==> config.mk <==
export PLATFORM = sky130hd
export DESIGN_NAME = lpc_top
export DESIGN_NICKNAME = d
export VERILOG_FILES = /design/src/core/lpc_pkg.sv /design/src/core/lpc_top.sv
export SDC_FILE = /design/constraint.sdc
export NUM_CORES = 1
export LEC_CHECK = 0
export ABC_AREA = 1
export BUFFER_PORTS_ARGS = -buffer_cell sky130_fd_sc_hd__buf_2
export CAP_MARGIN = 30
export CORE_MARGIN = 4
export CORE_UTILIZATION = 48
export CTS_CLUSTER_SIZE = 12
export DETAILED_ROUTE_END_ITERATION = 10
export PLACE_DENSITY = 0.79
export SETUP_SLACK_MARGIN = 0.05
export SLEW_MARGIN = 20
export SYNTH_ARGS = -nofsm -noshare
export SYNTH_HDL_FRONTEND = slang
export SYNTH_SLANG_ARGS = --single-unit
==> constraint.sdc <==
create_clock -name ref_clk -period 1.45 [get_ports ref_clk]
set_input_delay 0.2175 -clock ref_clk [delete_from_list [all_inputs] [get_ports ref_clk]]
set_output_delay 0.2175 -clock ref_clk [all_outputs]
set_load 0.05 [all_outputs]
==> src/core/lpc_pkg.sv <==
package lpc_pkg;

   // Register byte offsets
   localparam logic [11:0] LPC_OFF_START  = 12'h000;
   localparam logic [11:0] LPC_OFF_STOP   = 12'h004;
   localparam logic [11:0] LPC_OFF_SAMPLE = 12'h008;
   localparam logic [11:0] LPC_OFF_READY  = 12'h100;
   localparam logic [11:0] LPC_OFF_FALL   = 12'h104;
   localparam logic [11:0] LPC_OFF_RISE   = 12'h108;
   localparam logic [11:0] LPC_OFF_CROSS  = 12'h10c;
   localparam logic [11:0] LPC_OFF_LINKS  = 12'h200;
   localparam logic [11:0] LPC_OFF_IRQSET = 12'h304;
   localparam logic [11:0] LPC_OFF_IRQCLR = 12'h308;
   localparam logic [11:0] LPC_OFF_RESULT = 12'h400;
   localparam logic [11:0] LPC_OFF_ON     = 12'h500;
   localparam logic [11:0] LPC_OFF_INSEL  = 12'h504;
   localparam logic [11:0] LPC_OFF_THRSEL = 12'h508;
   localparam logic [11:0] LPC_OFF_EXTSEL = 12'h50c;
   localparam logic [11:0] LPC_OFF_WAKE   = 12'h520;
   localparam logic [11:0] LPC_OFF_HYSTERESIS_ON   = 12'h538;

   // Event index, shared by flags and interrupt enables
   localparam int LPC_EV_READY = 0;
   localparam int LPC_EV_FALL  = 1;
   localparam int LPC_EV_RISE  = 2;
   localparam int LPC_EV_CROSS = 3;

   // Link bit positions
   localparam int LPC_LNK_RDY_SMP  = 0;
   localparam int LPC_LNK_RDY_STP  = 1;
   localparam int LPC_LNK_FALL_STP = 2;
   localparam int LPC_LNK_RISE_STP = 3;
   localparam int LPC_LNK_CROS_STP = 4;

   // Wake detect source codes
   localparam logic [1:0] LPC_WAKE_BOTH = 2'h0;
   localparam logic [1:0] LPC_WAKE_RISE = 2'h1;
   localparam logic [1:0] LPC_WAKE_FALL = 2'h2;

   // Reset values
   localparam logic [3:0] LPC_THRSEL_RST = 4'h4;
   localparam logic [2:0] LPC_INSEL_RST  = 3'h0;

   // Startup timing
   localparam int LPC_CLK_PERIOD_NS  = 10;
   localparam int LPC_STARTUP_NS     = 140000;
   localparam int LPC_STARTUP_CYCLES = (LPC_STARTUP_NS + LPC_CLK_PERIOD_NS - 1) / LPC_CLK_PERIOD_NS;

   typedef enum logic [2:0] {
      LPC_ST_IDLE = 3'b001,
      LPC_ST_WARM = 3'b010,
      LPC_ST_RUN  = 3'b100
   } lpc_state_t;

   // Settings driven to the analog core
   typedef struct packed {
      logic       power;
      logic       claim;
      logic [2:0] input_sel;
      logic [3:0] thr_sel;
      logic       ext_sel;
      logic       hysteresis_on;
   } lpc_analog_ctrl_t;

endpackage

==> src/core/lpc_top.sv <==
// The APB slave port was chosen for this implementation.
`timescale 1ns/10ps
//////////////////////////////////////////////////////////////////////
// Overview of operation
// RL1 - Task writes of one fire once, store nothing
// RL2 - Ready flag set when output becomes valid
// RL3 - Crossings set cross plus fall or rise
// RL4 - Flags at bit zero, writing zero clears
// RL5 - Five links trigger tasks from events
// RL6 - Set register ones enable event interrupts
// RL7 - Clear register ones disable event interrupts
// RL8 - Both enable registers read enable state
// RL9 - Result holds value from last sample
// RL10 - Result one means input above threshold
// RL11 - On register enables function, resets zero
// RL12 - Input select picks one of eight
// RL13 - External select picks one of two
// RL14 - Pins claimed only while function enabled
// RL15 - Threshold select four bits, resets four
// RL16 - Ready follows start after startup time
// RL17 - Fall or rise comes with cross
// RL18 - Wake source both, rise or fall
// RL19 - Software configures first, stops before disable
// RL20 - Interrupt while enabled flag is pending
// RL21 - Crossings only between ready and stop
//////////////////////////////////////////////////////////////////////
module lpc_top
   import lpc_pkg::*;
#(
   parameter int STARTUP_CYC = LPC_STARTUP_CYCLES
) (
   // Clock, reset, enable
   input  wire logic             ref_clk,
   input  wire logic             rst,
   input  wire logic             ce,
   // APB slave
   input  wire logic             psel,
   input  wire logic             penable,
   input  wire logic             pwrite,
   input  wire logic [11:0]      paddr,
   input  wire logic [31:0]      pwdata,
   output logic                  pready,
   output logic [31:0]           prdata,
   output logic                  pslverr,
   // Analog core
   input  wire logic             cmp_above,
   output lpc_analog_ctrl_t      ana_ctrl,
   // System
   output logic                  wake_detect,
   output logic                  irq
);

   localparam int CW = $clog2(STARTUP_CYC + 1);
   localparam logic [CW-1:0] CNT_LOAD = CW'(STARTUP_CYC - 1);

   lpc_state_t       st_r;
   logic [CW-1:0]    cnt_r;
   logic             sync1_r;
   logic             sync2_r;
   logic             prev_r;
   logic [3:0]       flag_r;
   logic [3:0]       inten_r;
   logic [4:0]       links_r;
   logic             result_r;
   logic [1:0]       wake_sel_r;
   logic             wr_en;
   logic             setup;
   logic             start_tsk;
   logic             stop_tsk;
   logic             sample_tsk;
   logic [3:0]       ev;
   logic [31:0]      rd_nxt;
   logic             err_nxt;

   //////////////////////////////////////////////////////////////////
   // Bus decode: no wait state; read data comes from a flop loaded in the setup cycle
   assign setup = psel & ~penable;
   assign wr_en = psel & penable & pready & pwrite;

   always_ff @(posedge ref_clk or posedge rst) begin
      if (rst) begin
         pready <= 1'b0;
      end else if (ce) begin
         pready <= setup & ~pready;
      end
   end

   // Register read mux and error for unmapped offsets
   always_comb begin
      rd_nxt  = 32'h0000_0000;
      err_nxt = 1'b0;
      unique case (paddr)
         LPC_OFF_START, LPC_OFF_STOP, LPC_OFF_SAMPLE: rd_nxt = 32'h0000_0000; // RL1
         LPC_OFF_READY:  rd_nxt = {31'h0, flag_r[LPC_EV_READY]}; // RL4
         LPC_OFF_FALL:   rd_nxt = {31'h0, flag_r[LPC_EV_FALL]};
         LPC_OFF_RISE:   rd_nxt = {31'h0, flag_r[LPC_EV_RISE]};
         LPC_OFF_CROSS:  rd_nxt = {31'h0, flag_r[LPC_EV_CROSS]};
         LPC_OFF_LINKS:  rd_nxt = {27'h0, links_r};
         LPC_OFF_IRQSET, LPC_OFF_IRQCLR: rd_nxt = {28'h0, inten_r}; // RL8
         LPC_OFF_RESULT: rd_nxt = {31'h0, result_r};
         LPC_OFF_ON:     rd_nxt = {31'h0, ana_ctrl.claim};
         LPC_OFF_INSEL:  rd_nxt = {29'h0, ana_ctrl.input_sel};
         LPC_OFF_THRSEL: rd_nxt = {28'h0, ana_ctrl.thr_sel};
         LPC_OFF_EXTSEL: rd_nxt = {31'h0, ana_ctrl.ext_sel};
         LPC_OFF_WAKE:   rd_nxt = {30'h0, wake_sel_r};
         LPC_OFF_HYSTERESIS_ON:   rd_nxt = {31'h0, ana_ctrl.hysteresis_on};
         default:        err_nxt = 1'b1;
      endcase
   end

   // Read data and error latched in the setup cycle
   always_ff @(posedge ref_clk or posedge rst) begin
      if (rst) begin
         prdata  <= 32'h0000_0000;
         pslverr <= 1'b0;
      end else if (ce && setup) begin
         prdata  <= pwrite ? 32'h0000_0000 : rd_nxt;
         pslverr <= err_nxt;
      end
   end

   //////////////////////////////////////////////////////////////////
   // Tasks from software and from the event links
   assign start_tsk  = wr_en && paddr == LPC_OFF_START && pwdata[0]; // RL1
   assign stop_tsk   = (wr_en && paddr == LPC_OFF_STOP && pwdata[0])
                     | (ev[LPC_EV_READY] & links_r[LPC_LNK_RDY_STP]) // RL5
                     | (ev[LPC_EV_FALL]  & links_r[LPC_LNK_FALL_STP])
                     | (ev[LPC_EV_RISE]  & links_r[LPC_LNK_RISE_STP])
                     | (ev[LPC_EV_CROSS] & links_r[LPC_LNK_CROS_STP]);
   assign sample_tsk = (wr_en && paddr == LPC_OFF_SAMPLE && pwdata[0])
                     | (ev[LPC_EV_READY] & links_r[LPC_LNK_RDY_SMP]); // RL5

   //////////////////////////////////////////////////////////////////
   // Comparator output crosses in from the analog domain
   always_ff @(posedge ref_clk or posedge rst) begin
      if (rst) begin
         sync1_r <= 1'b0;
         sync2_r <= 1'b0;
         prev_r  <= 1'b0;
      end else if (ce) begin
         sync1_r <= cmp_above;
         sync2_r <= sync1_r;
         prev_r  <= sync2_r;
      end
   end

   // Events; edges before ready are ignored since the output is not valid yet
   assign ev[LPC_EV_READY] = (st_r == LPC_ST_WARM) && cnt_r == '0; // RL16
   assign ev[LPC_EV_RISE]  = (st_r == LPC_ST_RUN) & sync2_r & ~prev_r; // RL21
   assign ev[LPC_EV_FALL]  = (st_r == LPC_ST_RUN) & ~sync2_r & prev_r; // RL21
   assign ev[LPC_EV_CROSS] = ev[LPC_EV_RISE] | ev[LPC_EV_FALL]; // RL3 RL17

   //////////////////////////////////////////////////////////////////
   // Sequencer; stop wins over start, disable forces idle
   always_ff @(posedge ref_clk or posedge rst) begin
      if (rst) begin
         st_r  <= LPC_ST_IDLE;
         cnt_r <= '0;
      end else if (ce) begin
         if (stop_tsk || !ana_ctrl.claim) begin
            st_r <= LPC_ST_IDLE;
         end else if (start_tsk) begin
            st_r  <= LPC_ST_WARM; // RL16
            cnt_r <= CNT_LOAD;
         end else if (ev[LPC_EV_READY]) begin
            st_r <= LPC_ST_RUN;
         end else if (st_r == LPC_ST_WARM) begin
            cnt_r <= cnt_r - CW'(1);
         end
      end
   end

   //////////////////////////////////////////////////////////////////
   // Event flags: hardware set beats a software write in the same cycle
   for (genvar i = 0; i < 4; i++) begin : g_flag
      localparam logic [11:0] OFF = LPC_OFF_READY + 12'(4 * i);
      always_ff @(posedge ref_clk or posedge rst) begin
         if (rst) begin
            flag_r[i] <= 1'b0;
         end else if (ce) begin
            if (ev[i]) begin
               flag_r[i] <= 1'b1; // RL2 RL3
            end else if (wr_en && paddr == OFF) begin
               flag_r[i] <= pwdata[0]; // RL4
            end
         end
      end

      // A write with no event in the same cycle must store bit 0 as written
      AST_FLAG_WRITE: assert property (@(posedge ref_clk) disable iff (rst) // RL4
         ce && !ev[i] && wr_en && paddr == OFF |=> flag_r[i] == $past(pwdata[0]))
         else $error("event flag write not stored");
   end

   // Interrupt enables, set and clear by ones
   always_ff @(posedge ref_clk or posedge rst) begin
      if (rst) begin
         inten_r <= 4'h0;
      end else if (ce && wr_en) begin
         if (paddr == LPC_OFF_IRQSET) begin
            inten_r <= inten_r | pwdata[3:0]; // RL6
         end else if (paddr == LPC_OFF_IRQCLR) begin
            inten_r <= inten_r & ~pwdata[3:0]; // RL7
         end
      end
   end

   // Interrupt line, one cycle behind the flags
   always_ff @(posedge ref_clk or posedge rst) begin
      if (rst) begin
         irq <= 1'b0;
      end else if (ce) begin
         irq <= |(flag_r & inten_r); // RL20
      end
   end

   // Sampled result holds until the next sample
   always_ff @(posedge ref_clk or posedge rst) begin
      if (rst) begin
         result_r <= 1'b0;
      end else if (ce && sample_tsk) begin
         result_r <= sync2_r; // RL9 RL10
      end
   end

   //////////////////////////////////////////////////////////////////
   // Configuration; software is expected to set these before enabling
   always_ff @(posedge ref_clk or posedge rst) begin
      if (rst) begin
         links_r            <= 5'h00;
         wake_sel_r         <= LPC_WAKE_BOTH;
         ana_ctrl.claim     <= 1'b0;
         ana_ctrl.input_sel <= LPC_INSEL_RST;
         ana_ctrl.thr_sel   <= LPC_THRSEL_RST; // RL15
         ana_ctrl.ext_sel   <= 1'b0;
         ana_ctrl.hysteresis_on      <= 1'b0;
      end else if (ce && wr_en) begin
         unique case (paddr)
            LPC_OFF_LINKS:  links_r            <= pwdata[4:0]; // RL5
            LPC_OFF_ON:     ana_ctrl.claim     <= pwdata[0]; // RL11 RL14
            LPC_OFF_INSEL:  ana_ctrl.input_sel <= pwdata[2:0]; // RL12
            LPC_OFF_THRSEL: ana_ctrl.thr_sel   <= pwdata[3:0]; // RL15
            LPC_OFF_EXTSEL: ana_ctrl.ext_sel   <= pwdata[0]; // RL13
            LPC_OFF_WAKE:   wake_sel_r         <= pwdata[1:0]; // RL18
            LPC_OFF_HYSTERESIS_ON:   ana_ctrl.hysteresis_on      <= pwdata[0];
            default: ;
         endcase
      end
   end

   // Core is powered from start until stop
   always_ff @(posedge ref_clk or posedge rst) begin
      if (rst) begin
         ana_ctrl.power <= 1'b0;
      end else if (ce) begin
         ana_ctrl.power <= ana_ctrl.claim && !stop_tsk && (start_tsk || st_r != LPC_ST_IDLE);
      end
   end

   // Wake indication pulse; code 3 selects no source
   always_ff @(posedge ref_clk or posedge rst) begin
      if (rst) begin
         wake_detect <= 1'b0;
      end else if (ce) begin
         unique case (wake_sel_r)
            LPC_WAKE_BOTH: wake_detect <= ev[LPC_EV_CROSS]; // RL18
            LPC_WAKE_RISE: wake_detect <= ev[LPC_EV_RISE];
            LPC_WAKE_FALL: wake_detect <= ev[LPC_EV_FALL];
            default:       wake_detect <= 1'b0;
         endcase
      end
   end

   //////////////////////////////////////////////////////////////////
   // Checks; helper counts cycles spent warming up
   logic [CW:0] warm_h;

   always_ff @(posedge ref_clk or posedge rst) begin
      if (rst) begin
         warm_h <= '0;
      end else if (ce) begin
         warm_h <= (st_r == LPC_ST_WARM && !start_tsk) ? warm_h + (CW+1)'(1) : '0;
      end
   end

   AST_START_WARMS: assert property (@(posedge ref_clk) disable iff (rst) // RL1
      ce && start_tsk && !stop_tsk && ana_ctrl.claim |=> st_r == LPC_ST_WARM)
      else $error("start task did not begin warm-up");

   AST_READY_TIME: assert property (@(posedge ref_clk) disable iff (rst) // RL16
      ev[LPC_EV_READY] |-> warm_h == (CW+1)'(STARTUP_CYC - 1))
      else $error("ready raised at wrong startup time");

   AST_READY_FLAG: assert property (@(posedge ref_clk) disable iff (rst) // RL2
      ce && ev[LPC_EV_READY] |=> flag_r[LPC_EV_READY])
      else $error("ready flag not set");

   AST_CROSS_PAIR: assert property (@(posedge ref_clk) disable iff (rst) // RL17
      ce && (ev[LPC_EV_RISE] || ev[LPC_EV_FALL]) |=> flag_r[LPC_EV_CROSS])
      else $error("cross flag missing with edge");

   AST_NO_EDGE_IDLE: assert property (@(posedge ref_clk) disable iff (rst) // RL21
      st_r != LPC_ST_RUN |-> ev[3:1] == 3'h0)
      else $error("crossing outside run state");

   // Watches the flag itself, so a crossing leaking past the state gate is caught
   AST_NO_FLAG_IDLE: assert property (@(posedge ref_clk) disable iff (rst) // RL21
      ce && st_r != LPC_ST_RUN && !flag_r[LPC_EV_CROSS] && !(wr_en && paddr == LPC_OFF_CROSS)
      |=> !flag_r[LPC_EV_CROSS])
      else $error("cross flag set outside run state");

   AST_PINS_RELEASE: assert property (@(posedge ref_clk) disable iff (rst) // RL14
      ce && !ana_ctrl.claim |=> !ana_ctrl.power)
      else $error("core powered while function disabled");

   AST_IRQ_SET: assert property (@(posedge ref_clk) disable iff (rst) // RL6
      ce && wr_en && paddr == LPC_OFF_IRQSET |=> inten_r == ($past(inten_r) | $past(pwdata[3:0])))
      else $error("interrupt set wrong");

   AST_IRQ_CLR: assert property (@(posedge ref_clk) disable iff (rst) // RL7
      ce && wr_en && paddr == LPC_OFF_IRQCLR |=> inten_r == ($past(inten_r) & ~$past(pwdata[3:0])))
      else $error("interrupt clear wrong");

   AST_RESULT_HOLD: assert property (@(posedge ref_clk) disable iff (rst) // RL9
      !(ce && sample_tsk) |=> $stable(result_r))
      else $error("result changed without sample");

   AST_RESULT_VAL: assert property (@(posedge ref_clk) disable iff (rst) // RL10
      ce && sample_tsk |=> result_r == $past(sync2_r))
      else $error("result not sampled value");

   AST_LINK_STOP: assert property (@(posedge ref_clk) disable iff (rst) // RL5
      ce && ev[LPC_EV_CROSS] && links_r[LPC_LNK_CROS_STP] |=> st_r == LPC_ST_IDLE ##1 !ev[LPC_EV_CROSS])
      else $error("cross link did not stop");

   AST_IRQ_LINE: assert property (@(posedge ref_clk) disable iff (rst) // RL20
      ce && (flag_r & inten_r) == 4'h0 ##1 ce && (flag_r & inten_r) == 4'h0 |=> !irq)
      else $error("interrupt without enabled flag");

   COV_READY: cover property (@(posedge ref_clk) disable iff (rst) ev[LPC_EV_READY]);
   COV_RISE: cover property (@(posedge ref_clk) disable iff (rst) ev[LPC_EV_RISE]);
   COV_FALL_IRQ: cover property (@(posedge ref_clk) disable iff (rst) ev[LPC_EV_FALL] ##2 irq);
   COV_SAMPLE: cover property (@(posedge ref_clk) disable iff (rst) sample_tsk && sync2_r);
   COV_LINK_STOP: cover property (@(posedge ref_clk) disable iff (rst) ev[LPC_EV_CROSS] && links_r[LPC_LNK_CROS_STP]);

endmodule // lpc_top

==> results of run 1 <==
## worst paths after layout
| kind | start | endpoint | slack, ps | cells past startpoint |
|---|---|---|---|---|
| worst max-delay path | cnt_r[10]$_DFFE_PP0P_ | result_r$_DFFE_PP0P_ | -300 | 9 |
| worst min-delay path | cmp_above | sync1_r$_DFFE_PP0P_ | 90 | 3 |
| worst max register to register | cnt_r[10]$_DFFE_PP0P_ | result_r$_DFFE_PP0P_ | -300 | 9 |
| worst min register to register | prdata[2]$_DFFE_PP0P_ | prdata[2]$_DFFE_PP0P_ | 490 | 2 |
| max in group asynchronous | rst | ana_ctrl[4]$_DFFE_PP1P_ | 540 | 4 |
| min in group asynchronous | rst | prdata[3]$_DFFE_PP0P_ | 390 | 3 |
## layer usage
| layer | global-route usage | vias to the layer above | share of wire |
|---|---|---|---|
| met5 | 0 | - | 0 |
| met4 | 0.0877 | 0 | 0.048 |
| met3 | 0.0446 | 74 | 0.10 |
| met2 | 0.429 | 297 | 0.47 |
| met1 | 0.307 | 1959 | 0.38 |
| li1 | - | 1885 | - |
## worst register-to-register path, stage by stage (launching register included)
cell and delay [ps]:
dfrtp_1 420, nor2_4 140, inv_2 70, nor3_4 260, nand3_2 150, nor2_2 190, buf_4 160, a21oi_2 70
nand2_1 120, o21ai_2 80
## power groups by stage
stage	Clock [mW]	Sequential, mW	Combinational [mW]
floorplan	0	1.66	0.326
global placement	0	1.63	0.444
detailed placement	0	1.63	0.452
CTS	0.942	1.60	0.462
global route	1.03	1.60	0.532
finish	0.960	1.60	0.496
## what timing repair did
item / CTS / global route
setup endpoints to repair: 29 / 47
pin swaps: 10 / 25
resized for setup: 47 / 87
hold buffers: 1 / 0
hold endpoints to repair: 11 / 0
gates cloned: 2 / 0
setup buffers: 9 / 12
## cell type report
class	count	area (um^2)	area share
Clock buffer	5	68.8	0.0129
Multi-Input combinational cell	389	2310	0.432
Tap cell	99	124	0.0232
Clock inverter	3	26.3	0.00492
Timing Repair Buffer	154	1170	0.220
Sequential cell	56	1410	0.263
Inverter	55	236	0.0442
## state kept, by name (all words and copies together), names as in the netlist, named ones only
name / cells
ana_ctrl: 11
cnt_r: 14
flag_r: 4
irq: 1
links_r: 5
prdata: 5
pready: 1
prev_r: 1
pslverr: 1
result_r: 1
st_r: 3
sync1_r: 1
sync2_r: 1
wake_detect: 1
wake_sel_r: 2
## cell families after synthesis
family,Yosys count,share of synthesized area
adder cells (fa/ha/maj),2,0.00696
buffers and inverters,87,0.125
AO/OA/AOI/OAI,56,0.0874
XOR/XNOR,8,0.0195
AND/OR/NAND/NOR,293,0.367
flip-flops,56,0.391
other,1,0.00104
multiplexers,1,0.00313
## cells in the mapped netlist, types with 9 or more instances
library cell / instances / area (um^2)
a21oi_1: 9 / 45.0
buf_4: 28 / 210
dfrtp_1: 54 / 1350
inv_1: 44 / 165
inv_2: 9 / 33.8
nand2_1: 153 / 574
nand2_2: 9 / 56.3
nand3_1: 39 / 195
nand4_1: 11 / 68.8
nor2_1: 57 / 214
o21ai_0: 21 / 105
o21ai_1: 12 / 60.1
## stage by stage
step | power (mW) | utilization | hold slack (ps) | instances
floorplan | 1.98 | - | 297 | 530
global placement | 2.07 | 0.625 | 199 | 730
detailed placement | 2.08 | 0.625 | 204 | 730
CTS | 3.00 | 0.674 | 99.6 | 750
global route | 3.16 | 0.737 | 121 | 761
finish | 3.06 | 0.737 | 90.6 | 761
==> results by group, run 1 <==
Floorplanning
  – Die ar.: slightly below 0.009 mm^2
  – # rows: 31
  – Ports: 98
  – Initial Util: 0.495
  – Die height: around 95 um
  – Core footprint: 0.00725 mm^2
  – Die X: roughly 95 um

Final layout
  – Filler cells: around 490
  – Layout cells sized above 1: 0.437
  – Most frequent cells in the layout: 123 x nand2_1, 95 x buf_4, 53 x dfrtp_1
  – Layout area overhead: 48.7%
  – Final instance area: between 0.005 and 0.006 mm^2
  – Commonest non-fill, non-tap cell in the layout: nand2_1
  – Final net count: between 700 and 800
  – # diodes: 0

Global route
  – Largest net degree at the start of global routing: 30
  – GRT Resource Usage Total: 0.247
  – Initial antenna violation count: 0
  – Global-route wire length before repair: ~17 mm
  – Gr ovfl total: 0
  – Vias in the first global route: between 3000 and 4000

Timing
  – Fmax: roughly 570 MHz
  – Sum of negative setup slack: -6180 ps
  – Fin crit share: 1.21
  – Pins Over Slew Limit: 0
  – Unrepaired setup endpoints after global routing: yes
  – Final Skew: ~11 ps
  – Setup slack after layout: -298 ps
  – Final Hold Vio Count: 0
  – Post-layout min period: ~1700 ps
  – Final setup fails: 43

Power
  – Max VDD drop: about 0.5 mV
  – Sequential Power Share: 0.523
  – Switching Share: 0.325
  – Clock share of power: 0.314
  – P_sw: just under 1 mW
  – Gate power share: 0.162
  – P_int: around 2.1 mW
  – Leak: roughly 2.7 nW
  – PwrDens: 572 mW/mm^2

Synth
  – Post-synth EDFFs: 0
  – Post-synth ARST share: 1.00
  – Sequential-to-total area share from yosys stat: 0.391
  – Syn Std Cell Area: roughly 0.0036 mm^2
  – Avg Inst Size Synth: around 7.1 um^2
  – Synth Flop Type: dfrtp_1
  – Synth Instances: 504
  – Post-synth cell types: 38
  – Yosys reg bits: 56
  – Synth Warn #: 0

Placed design
  – Buffers on Ports: 43
  – Pre-CTS setup slack: -243 ps
  – Placed cell area: roughly 0.0045 mm^2
  – Hpwl dp: between 7 and 8 mm
  – Final Wtd Congestion: around 0.93

CTS
  – H-tree lvl count: 2
  – CTS Sinks: between 50 and 60
  – Clock root buffer: clkbuf_8
  – Clk buf depth: 2
  – Clk slew on worst S/H paths: approximately 110 ps
  – Worst-skew pair later-pin latency: approximately 330 ps
  – TritonCTS clock tree: done
  – Cts bufs inserted: 5

Setup path
  – Worst path max stage delay: approximately 420 ps
  – CP required: 1660 ps
  – Crit path cell chain: nor2_4, inv_2, nor3_4, nand3_2, nor2_2, buf_4, a21oi_2, nand2_1, o21ai_2
  – Worst path slowest cell: dfrtp_1
  – Worst Setup Start Kind: register
  – Crit path buffers/inverters: 2
  – Critical Path Fanout Max: 3
  – CP Capture Type: register
  – CP delay by family, top: simple AND/OR/NAND/NOR gates
  – Crit path DAT: 1960 ps
  – WS Path Type: reg -> reg

Outcome
  – Failing checks: negative setup slack
  – Status: finished, violations left

Route
  – Detailed Route Iter0 Violations: approximately 460
  – Post-route DRC: 0
  – Drt first pass iters: 6
  – Aggregate routed wire length: around 13 mm
  – Routed WL per cell: between 15 and 20 um
  – Vias per inst: about 5.5
  – Vias: roughly 4200
  – Antenna-violating nets left: 0

Flow run
  – Max cap viols: 0

Min path
  – Hold Crit Class: in -> reg
No activity file was read; power rests on OpenSTA's default activity.
==> run 2: changes to the inputs <==
--- a/config.mk
+++ b/config.mk
@@ -12,7 +12,7 @@
 export CORE_UTILIZATION = 48
 export CTS_CLUSTER_SIZE = 12
 export DETAILED_ROUTE_END_ITERATION = 10
-export PLACE_DENSITY = 0.79
+export PLACE_DENSITY = 0.77
 export SETUP_SLACK_MARGIN = 0.05
 export SLEW_MARGIN = 20
 export SYNTH_ARGS = -nofsm -noshare
==> results by group, run 2 (same netlist as run 1, synthesis figures left out) <==
CTS
  – Worst-skew pair later-pin latency: 320 ps (was 330 ps)
  – Clk slew on worst S/H paths: 100 ps (was 110 ps)
  – TritonCTS clock tree: done (unchanged)
  – Cts bufs inserted: 5 (unchanged)
  – H-tree lvl count: 2 (unchanged)
  – CTS Sinks: 56 (unchanged)
  – Clock root buffer: clkbuf_8 (unchanged)
  – Clk buf depth: 2 (unchanged)

Setup path
  – Worst Setup Start Kind: register (unchanged)
  – Crit path to: cnt_r[0]$_DFFE_PP0P_ (was result_r$_DFFE_PP0P_)
  – R2R cell count: 11 (was 9)
  – WS Path Type: reg -> reg (unchanged)
  – CP required: 1670 ps (was 1660 ps)
  – Critical Path Fanout Max: 11 (was 3)
  – Crit path DAT: 1820 ps (was 1960 ps)
  – R2r startpoint: cnt_r[9]$_DFFE_PP0P_ (was cnt_r[10]$_DFFE_PP0P_)
  – CP Capture Type: register (unchanged)
  – Worst r2r dst: cnt_r[0]$_DFFE_PP0P_ (was result_r$_DFFE_PP0P_)
  – Beginning of the critical path: cnt_r[9]$_DFFE_PP0P_ (was cnt_r[10]$_DFFE_PP0P_)
  – Reg-to-reg slack, setup: -150 ps (was -300 ps)

Timing
  – Sum of negative setup slack: -2040 ps (was -6180 ps)
  – Fin crit share: 1.10 (was 1.21)
  – Setup slack after layout: -146 ps (was -298 ps)
  – Unrepaired setup endpoints after global routing: yes (unchanged)
  – Final Hold Vio Count: 0 (unchanged)
  – Slew HR: 0.652
  – Final setup fails: 21 (was 43)
  – Worst Max-Slew Pin Slew: ~520 ps
  – Pins Over Slew Limit: 0 (unchanged)
  – Fmax: 627 MHz (was 572 MHz)
  – Post-layout min period: 1600 ps (was 1750 ps)
  – Final Skew: 6.77 ps (was 10.7 ps)

Power
  – Max VDD drop: 0.518 mV (was 0.499 mV)
  – PwrDens: 601 mW/mm^2 (was 572 mW/mm^2)
  – Leak: 2.64 nW (was 2.75 nW)

Global route
  – GRT Resource Usage Total: 0.229 (was 0.247)
  – Largest net degree at the start of global routing: 24 (was 30)
  – Gr ovfl total: 0 (unchanged)
  – Global-route wire length before repair: 16.2 mm (was 17.4 mm)
  – Vias in the first global route: 3451 (was 3818)
  – Initial antenna violation count: 0 (unchanged)

Final layout
  – Layout area overhead: 37.6% (was 48.7%)
  – Biggest regs: cnt_r (14), ana_ctrl (11) (unchanged)
  – Most frequent cells in the layout: 136 x nand2_1, 85 x buf_4, 53 x dfrtp_1 (was 123 x nand2_1, 95 x buf_4, 53 x dfrtp_1)
  – Storage element area: 0.00141 mm^2 (unchanged)
  – Final core occ: 0.682 (was 0.737)
  – Commonest non-fill, non-tap cell in the layout: nand2_1 (unchanged)
  – Final net count: 695 (was 714)
  – Largest Register: cnt_r (unchanged)
  – Multi-input gate area: 0.00211 mm^2 (was 0.00231 mm^2)
  – # diodes: 0 (unchanged)
  – Layout cells sized above 1: 0.376 (was 0.437)
  – Max reg flops: 14 (unchanged)
  – Filler cells: 580 (was 489)

Route
  – Aggregate routed wire length: 10.4 mm (was 13.3 mm)
  – Detailed Route Iter0 Violations: 350 (was 462)
  – Post-route DRC: 0 (unchanged)
  – Vias: 3816 (was 4215)
  – Vias per inst: 5.14 (was 5.54)
  – Drt first pass iters: 6 (unchanged)
  – Routed WL per cell: 14.0 um (was 17.4 um)
  – Antenna-violating nets left: 0 (unchanged)

Placed design
  – Buffers on Ports: 43 (unchanged)
  – Final Wtd Congestion: 0.923 (was 0.932)
  – Hpwl dp: 7.58 mm (was 7.92 mm)

Floorplanning
  – Ports: 98 (unchanged)
  – Die X: 94.5 um (unchanged)
  – Die height: 94.5 um (unchanged)
  – Die ar.: 0.00893 mm^2 (unchanged)
  – Initial Util: 0.495 (unchanged)
  – # rows: 31 (unchanged)
  – Core footprint: 0.00725 mm^2 (unchanged)

Outcome
  – Status: finished, violations left (unchanged)
  – Failing checks: negative setup slack (unchanged)

Min path
  – Hold Crit Class: in -> reg (unchanged)

Flow run
  – Max cap viols: 0 (unchanged)
## run 2: routing by layer
| metal | track usage | wire length (um) |
|---|---|---|
| met1 | 0.325 | 4520 |
| met2 | 0.369 | 4760 |
| met3 | 0.0311 | 912 |
| met4 | 0.0589 | 216 |
| met5 | 0 | 0 |
## run 2: per-stage QoR
step | hold WS (ps) | power, mW | cell area, um^2 | worst slack, ps | instances
3_3_place_gp | 283 | 2.07 | 4520 | -125 | 724
3_5_place_dp | 289 | 2.08 | 4520 | -180 | 724
2_1_floorplan | 297 | 1.98 | 3740 | -204 | 530
4_1_cts | 89.0 | 2.97 | 4710 | -124 | 736
6_report | 90.0 | 2.97 | 4950 | -146 | 742
5_1_grt | 124 | 3.10 | 4950 | -254 | 742
## run 2: worst max-delay path, cell delays in order (launching register included)
cell,delay [ps]
dfrtp_1,410
nor2_2,150
inv_2,70
nor3_4,180
nand3_2,140
nand2_2,100
nand2_2,80
inv_2,80
nor2_4,50
buf_12,140
nand2_2,60
o21ai_2,50
## run 2: how the worst min path moves through the flow
stage	startpoint	end	cells after the start	slack, ps
after floorplan	rst	async pin	1	300
after global placement	rst	ana_ctrl[9]$_DFFE_PP0P_	2	280
after detailed placement	rst	st_r[1]$_DFFE_PP0P_	2	290
after CTS	cmp_above	sync1_r$_DFFE_PP0P_	3	90
after global routing	cmp_above	sync1_r$_DFFE_PP0P_	3	120
final	cmp_above	sync1_r$_DFFE_PP0P_	3	90
## run 2: area by class of cell
cell class | instances | area share
clock buffers | 5 | 0.0139
clock inverters | 3 | 0.00481
inverters | 55 | 0.0468
multi-input cells | 388 | 0.426
flip-flops and latches | 56 | 0.284
well taps | 99 | 0.0250
repair buffers | 136 | 0.199
## run 2: power by group
part	switching (mW)	internal (mW)
Combinational	0.357	0.115
Sequential	0.0147	1.58
Clock	0.558	0.344
Total	0.929	2.04
## run 2: what timing repair did
action / in CTS / in global routing
pin swaps: 4 / 12
endpoints found under the hold margin: 18 / 0
gates cloned: 0 / 1
setup endpoints to repair: 31 / 32
resized for setup: 15 / 55
hold buffers: 1 / 0
setup buffers: 3 / 7
==> run 3: changes to the inputs <==
--- a/config.mk
+++ b/config.mk
@@ -9,10 +9,10 @@
 export BUFFER_PORTS_ARGS = -buffer_cell sky130_fd_sc_hd__buf_2
 export CAP_MARGIN = 30
 export CORE_MARGIN = 4
-export CORE_UTILIZATION = 48
+export CORE_UTILIZATION = 51
 export CTS_CLUSTER_SIZE = 12
 export DETAILED_ROUTE_END_ITERATION = 10
-export PLACE_DENSITY = 0.77
+export PLACE_DENSITY_LB_ADDON = 0.2
 export SETUP_SLACK_MARGIN = 0.05
 export SLEW_MARGIN = 20
 export SYNTH_ARGS = -nofsm -noshare
==> constraint.sdc (replaced) <==
create_clock -name ref_clk -period 1.65 [get_ports ref_clk]
set_input_delay 0.2475 -clock ref_clk [delete_from_list [all_inputs] [get_ports ref_clk]]
set_output_delay 0.2475 -clock ref_clk [all_outputs]
set_load 0.05 [all_outputs]
==> results by group, run 3 (same netlist as run 1, synthesis figures left out) <==
Final layout
  – Layout area overhead: 22.4% (was 37.6%)
  – Most frequent cells in the layout: 152 x nand2_1, 54 x nor2_1, 53 x dfrtp_1 (was 136 x nand2_1, 85 x buf_4, 53 x dfrtp_1)
  – Post-Layout Cell Count: 698 (was 742)
  – Commonest non-fill, non-tap cell in the layout: nand2_1 (unchanged)
  – # diodes: 0 (unchanged)
  – Max reg flops: 14 (unchanged)
  – Largest Register: cnt_r (unchanged)
  – Biggest regs: cnt_r (14), ana_ctrl (11) (unchanged)
  – Layout cells sized above 1: 0.267 (was 0.376)
  – Final instance area: 0.00440 mm^2 (was 0.00495 mm^2)
  – Final core occ: 0.644 (was 0.682)
  – Final net count: 654 (was 695)

Setup path
  – Top cell by count, worst path: nand2_1 (was nand2_2)
  – CP Capture Type: register (unchanged)
  – WS Path Type: reg -> reg (unchanged)
  – Crit path buffers/inverters: 2 (was 3)
  – Crit path cell chain: inv_2, ha_4, nand3_2, nor2_2, nand4_1, nand2_4, nor2_4, buf_6, nand2_1, nand2_1 (was nor2_2, inv_2, nor3_4, nand3_2, nand2_2, nand2_2, inv_2, nor2_4, buf_12, nand2_2, o21ai_2)
  – CP required: 1860 ps (was 1670 ps)
  – Worst Setup Start Kind: register (unchanged)
  – Critical Path Fanout Max: 4 (was 11)
  – Worst path slowest cell: dfrtp_1 (unchanged)
  – Crit path DAT: 1870 ps (was 1820 ps)
  – CP delay by family, top: simple AND/OR/NAND/NOR gates (unchanged)
  – Worst path max stage delay: 410 ps (about the same)

Timing
  – Final Skew: 13.1 ps (was 6.77 ps)
  – Hold WS: 136 ps (was 90.0 ps)
  – Fin crit share: 1.00 (was 1.10)
  – Pins Over Slew Limit: 0 (unchanged)
  – Final Hold Vio Count: 0 (unchanged)
  – Setup slack after layout: -6.46 ps (was -146 ps)
  – Unrepaired setup endpoints after global routing: yes (unchanged)
  – Sum of negative setup slack: -6.46 ps (was -2040 ps)
  – Fmax: 604 MHz (was 627 MHz)
  – Final setup fails: 1 (was 21)
  – Post-layout min period: 1660 ps (was 1600 ps)

Power
  – P_int: 1.92 mW (was 2.04 mW)
  – Switching Share: 0.290 (was 0.313)
  – Max VDD drop: 0.463 mV (was 0.518 mV)
  – PwrDens: 616 mW/mm^2 (was 601 mW/mm^2)
  – P_sw: 0.785 mW (was 0.929 mW)
  – Gate power share: 0.136 (was 0.159)
  – Leak: 2.35 nW (was 2.64 nW)
  – Tot Pwr: 2.71 mW (was 2.97 mW)
  – Clock share of power: 0.346 (was 0.304)
  – Sequential Power Share: 0.519 (was 0.538)

Outcome
  – Failing checks: negative setup slack (unchanged)
  – Status: finished, violations left (unchanged)

Global route
  – GRT Resource Usage Total: 0.224 (was 0.229)
  – Largest net degree at the start of global routing: 48 (was 24)
  – Initial antenna violation count: 0 (unchanged)
  – Global-route wire length before repair: 15.3 mm (was 16.2 mm)
  – Gr ovfl total: 0 (unchanged)
  – Vias in the first global route: 3110 (was 3451)

Route
  – Post-route DRC: 0 (unchanged)
  – Antenna-violating nets left: 0 (unchanged)
  – Detailed Route Iter0 Violations: 301 (was 350)
  – Aggregate routed wire length: 9.40 mm (was 10.4 mm)
  – Routed WL per cell: 13.5 um (was 14.0 um)
  – Drt first pass iters: 5 (was 6)
  – Vias per inst: 4.96 (was 5.14)
  – Vias: 3465 (was 3816)

Floorplanning
  – Die height: 91.9 um (was 94.5 um)
  – Core footprint: 0.00683 mm^2 (was 0.00725 mm^2)
  – Die X: 91.9 um (was 94.5 um)
  – # rows: 30 (was 31)
  – Initial Util: 0.526 (was 0.495)
  – Die ar.: 0.00845 mm^2 (was 0.00893 mm^2)
  – Ports: 98 (unchanged)

Placed design
  – Pre-CTS setup slack: -121 ps (was -180 ps)
  – Buffers on Ports: 43 (unchanged)
  – DP Cell Count: 679 (was 724)
  – Hpwl dp: 7.17 mm (was 7.58 mm)
  – Placed cell area: 0.00412 mm^2 (was 0.00452 mm^2)
  – Final Wtd Congestion: 0.927 (was 0.923)

Min path
  – Hold Crit Class: in -> reg (unchanged)

CTS
  – Clk slew on worst S/H paths: 100 ps (about the same)
  – Cts bufs inserted: 5 (unchanged)
  – H-tree lvl count: 2 (unchanged)
  – CTS Sinks: 56 (unchanged)
  – Worst-skew pair later-pin latency: 320 ps (about the same)
  – Clk buf depth: 2 (unchanged)
  – TritonCTS clock tree: done (unchanged)
  – Clock root buffer: clkbuf_8 (unchanged)

Flow run
  – Max cap viols: 0 (unchanged)
==> run 3: power groups by stage <==
stage | Clock [mW] | Sequential, mW | Combinational (mW)
floorplan | 0 | 1.46 | 0.285
global placement | 0 | 1.43 | 0.357
detailed placement | 0 | 1.43 | 0.363
CTS | 0.952 | 1.40 | 0.366
global route | 1.03 | 1.41 | 0.396
finish | 0.936 | 1.40 | 0.368
==> run 3: repair_timing <==
| action | CTS | global route |
|---|---|---|
| resized for setup | 11 | 10 |
| buffers inserted | 7 | 3 |
| cloned | 0 | 0 |
| pin swaps | 6 | 4 |
| setup endpoints to repair | 16 | 22 |
| hold buffers | 1 | 0 |
| endpoints found under the hold margin | 8 | 0 |
==> run 3: worst paths after layout <==
| kind | startpoint | to | slack [ps] | cells after the start |
|---|---|---|---|---|
| max reg2reg | cnt_r[1]$_DFFE_PP0P_ | cnt_r[12]$_DFFE_PP0P_ | -6 | 10 |
| max | cnt_r[1]$_DFFE_PP0P_ | cnt_r[12]$_DFFE_PP0P_ | -6 | 10 |
| max in group asynchronous | rst | st_r[0]$_DFFE_PP1P_ | 670 | 4 |
| min in group asynchronous | rst | ana_ctrl[0]$_DFFE_PP0P_ | 400 | 3 |
| min reg2reg | st_r[0]$_DFFE_PP1P_ | st_r[0]$_DFFE_PP1P_ | 490 | 2 |
| min | cmp_above | sync1_r$_DFFE_PP0P_ | 140 | 3 |
==> run 3: tightest hold or removal path, stage by stage <==
cell     delay, ps
buf_2           70
nand2_1         40
nand2_1         50
==> run 3: routing by layer <==
metal / track usage / wire length, um / vias to the layer above
met5: 0 / 0 / -
li1: - / - / 1753
met2: 0.336 / 4180 / 116
met3: 0.0287 / 515 / 8
met4: 0.0495 / 78 / 0
met1: 0.345 / 4630 / 1588
==> run 3: area by class of cell <==
cell class / count / area [um^2]
Inverter: 55 / 211
Tap cell: 96 / 120
Fill cell: 625 / 2430
Sequential cell: 56 / 1410
Timing Repair Buffer: 96 / 639
Clock buffer: 6 / 72.6
Clock inverter: 2 / 38.8
Multi-Input combinational cell: 387 / 1910
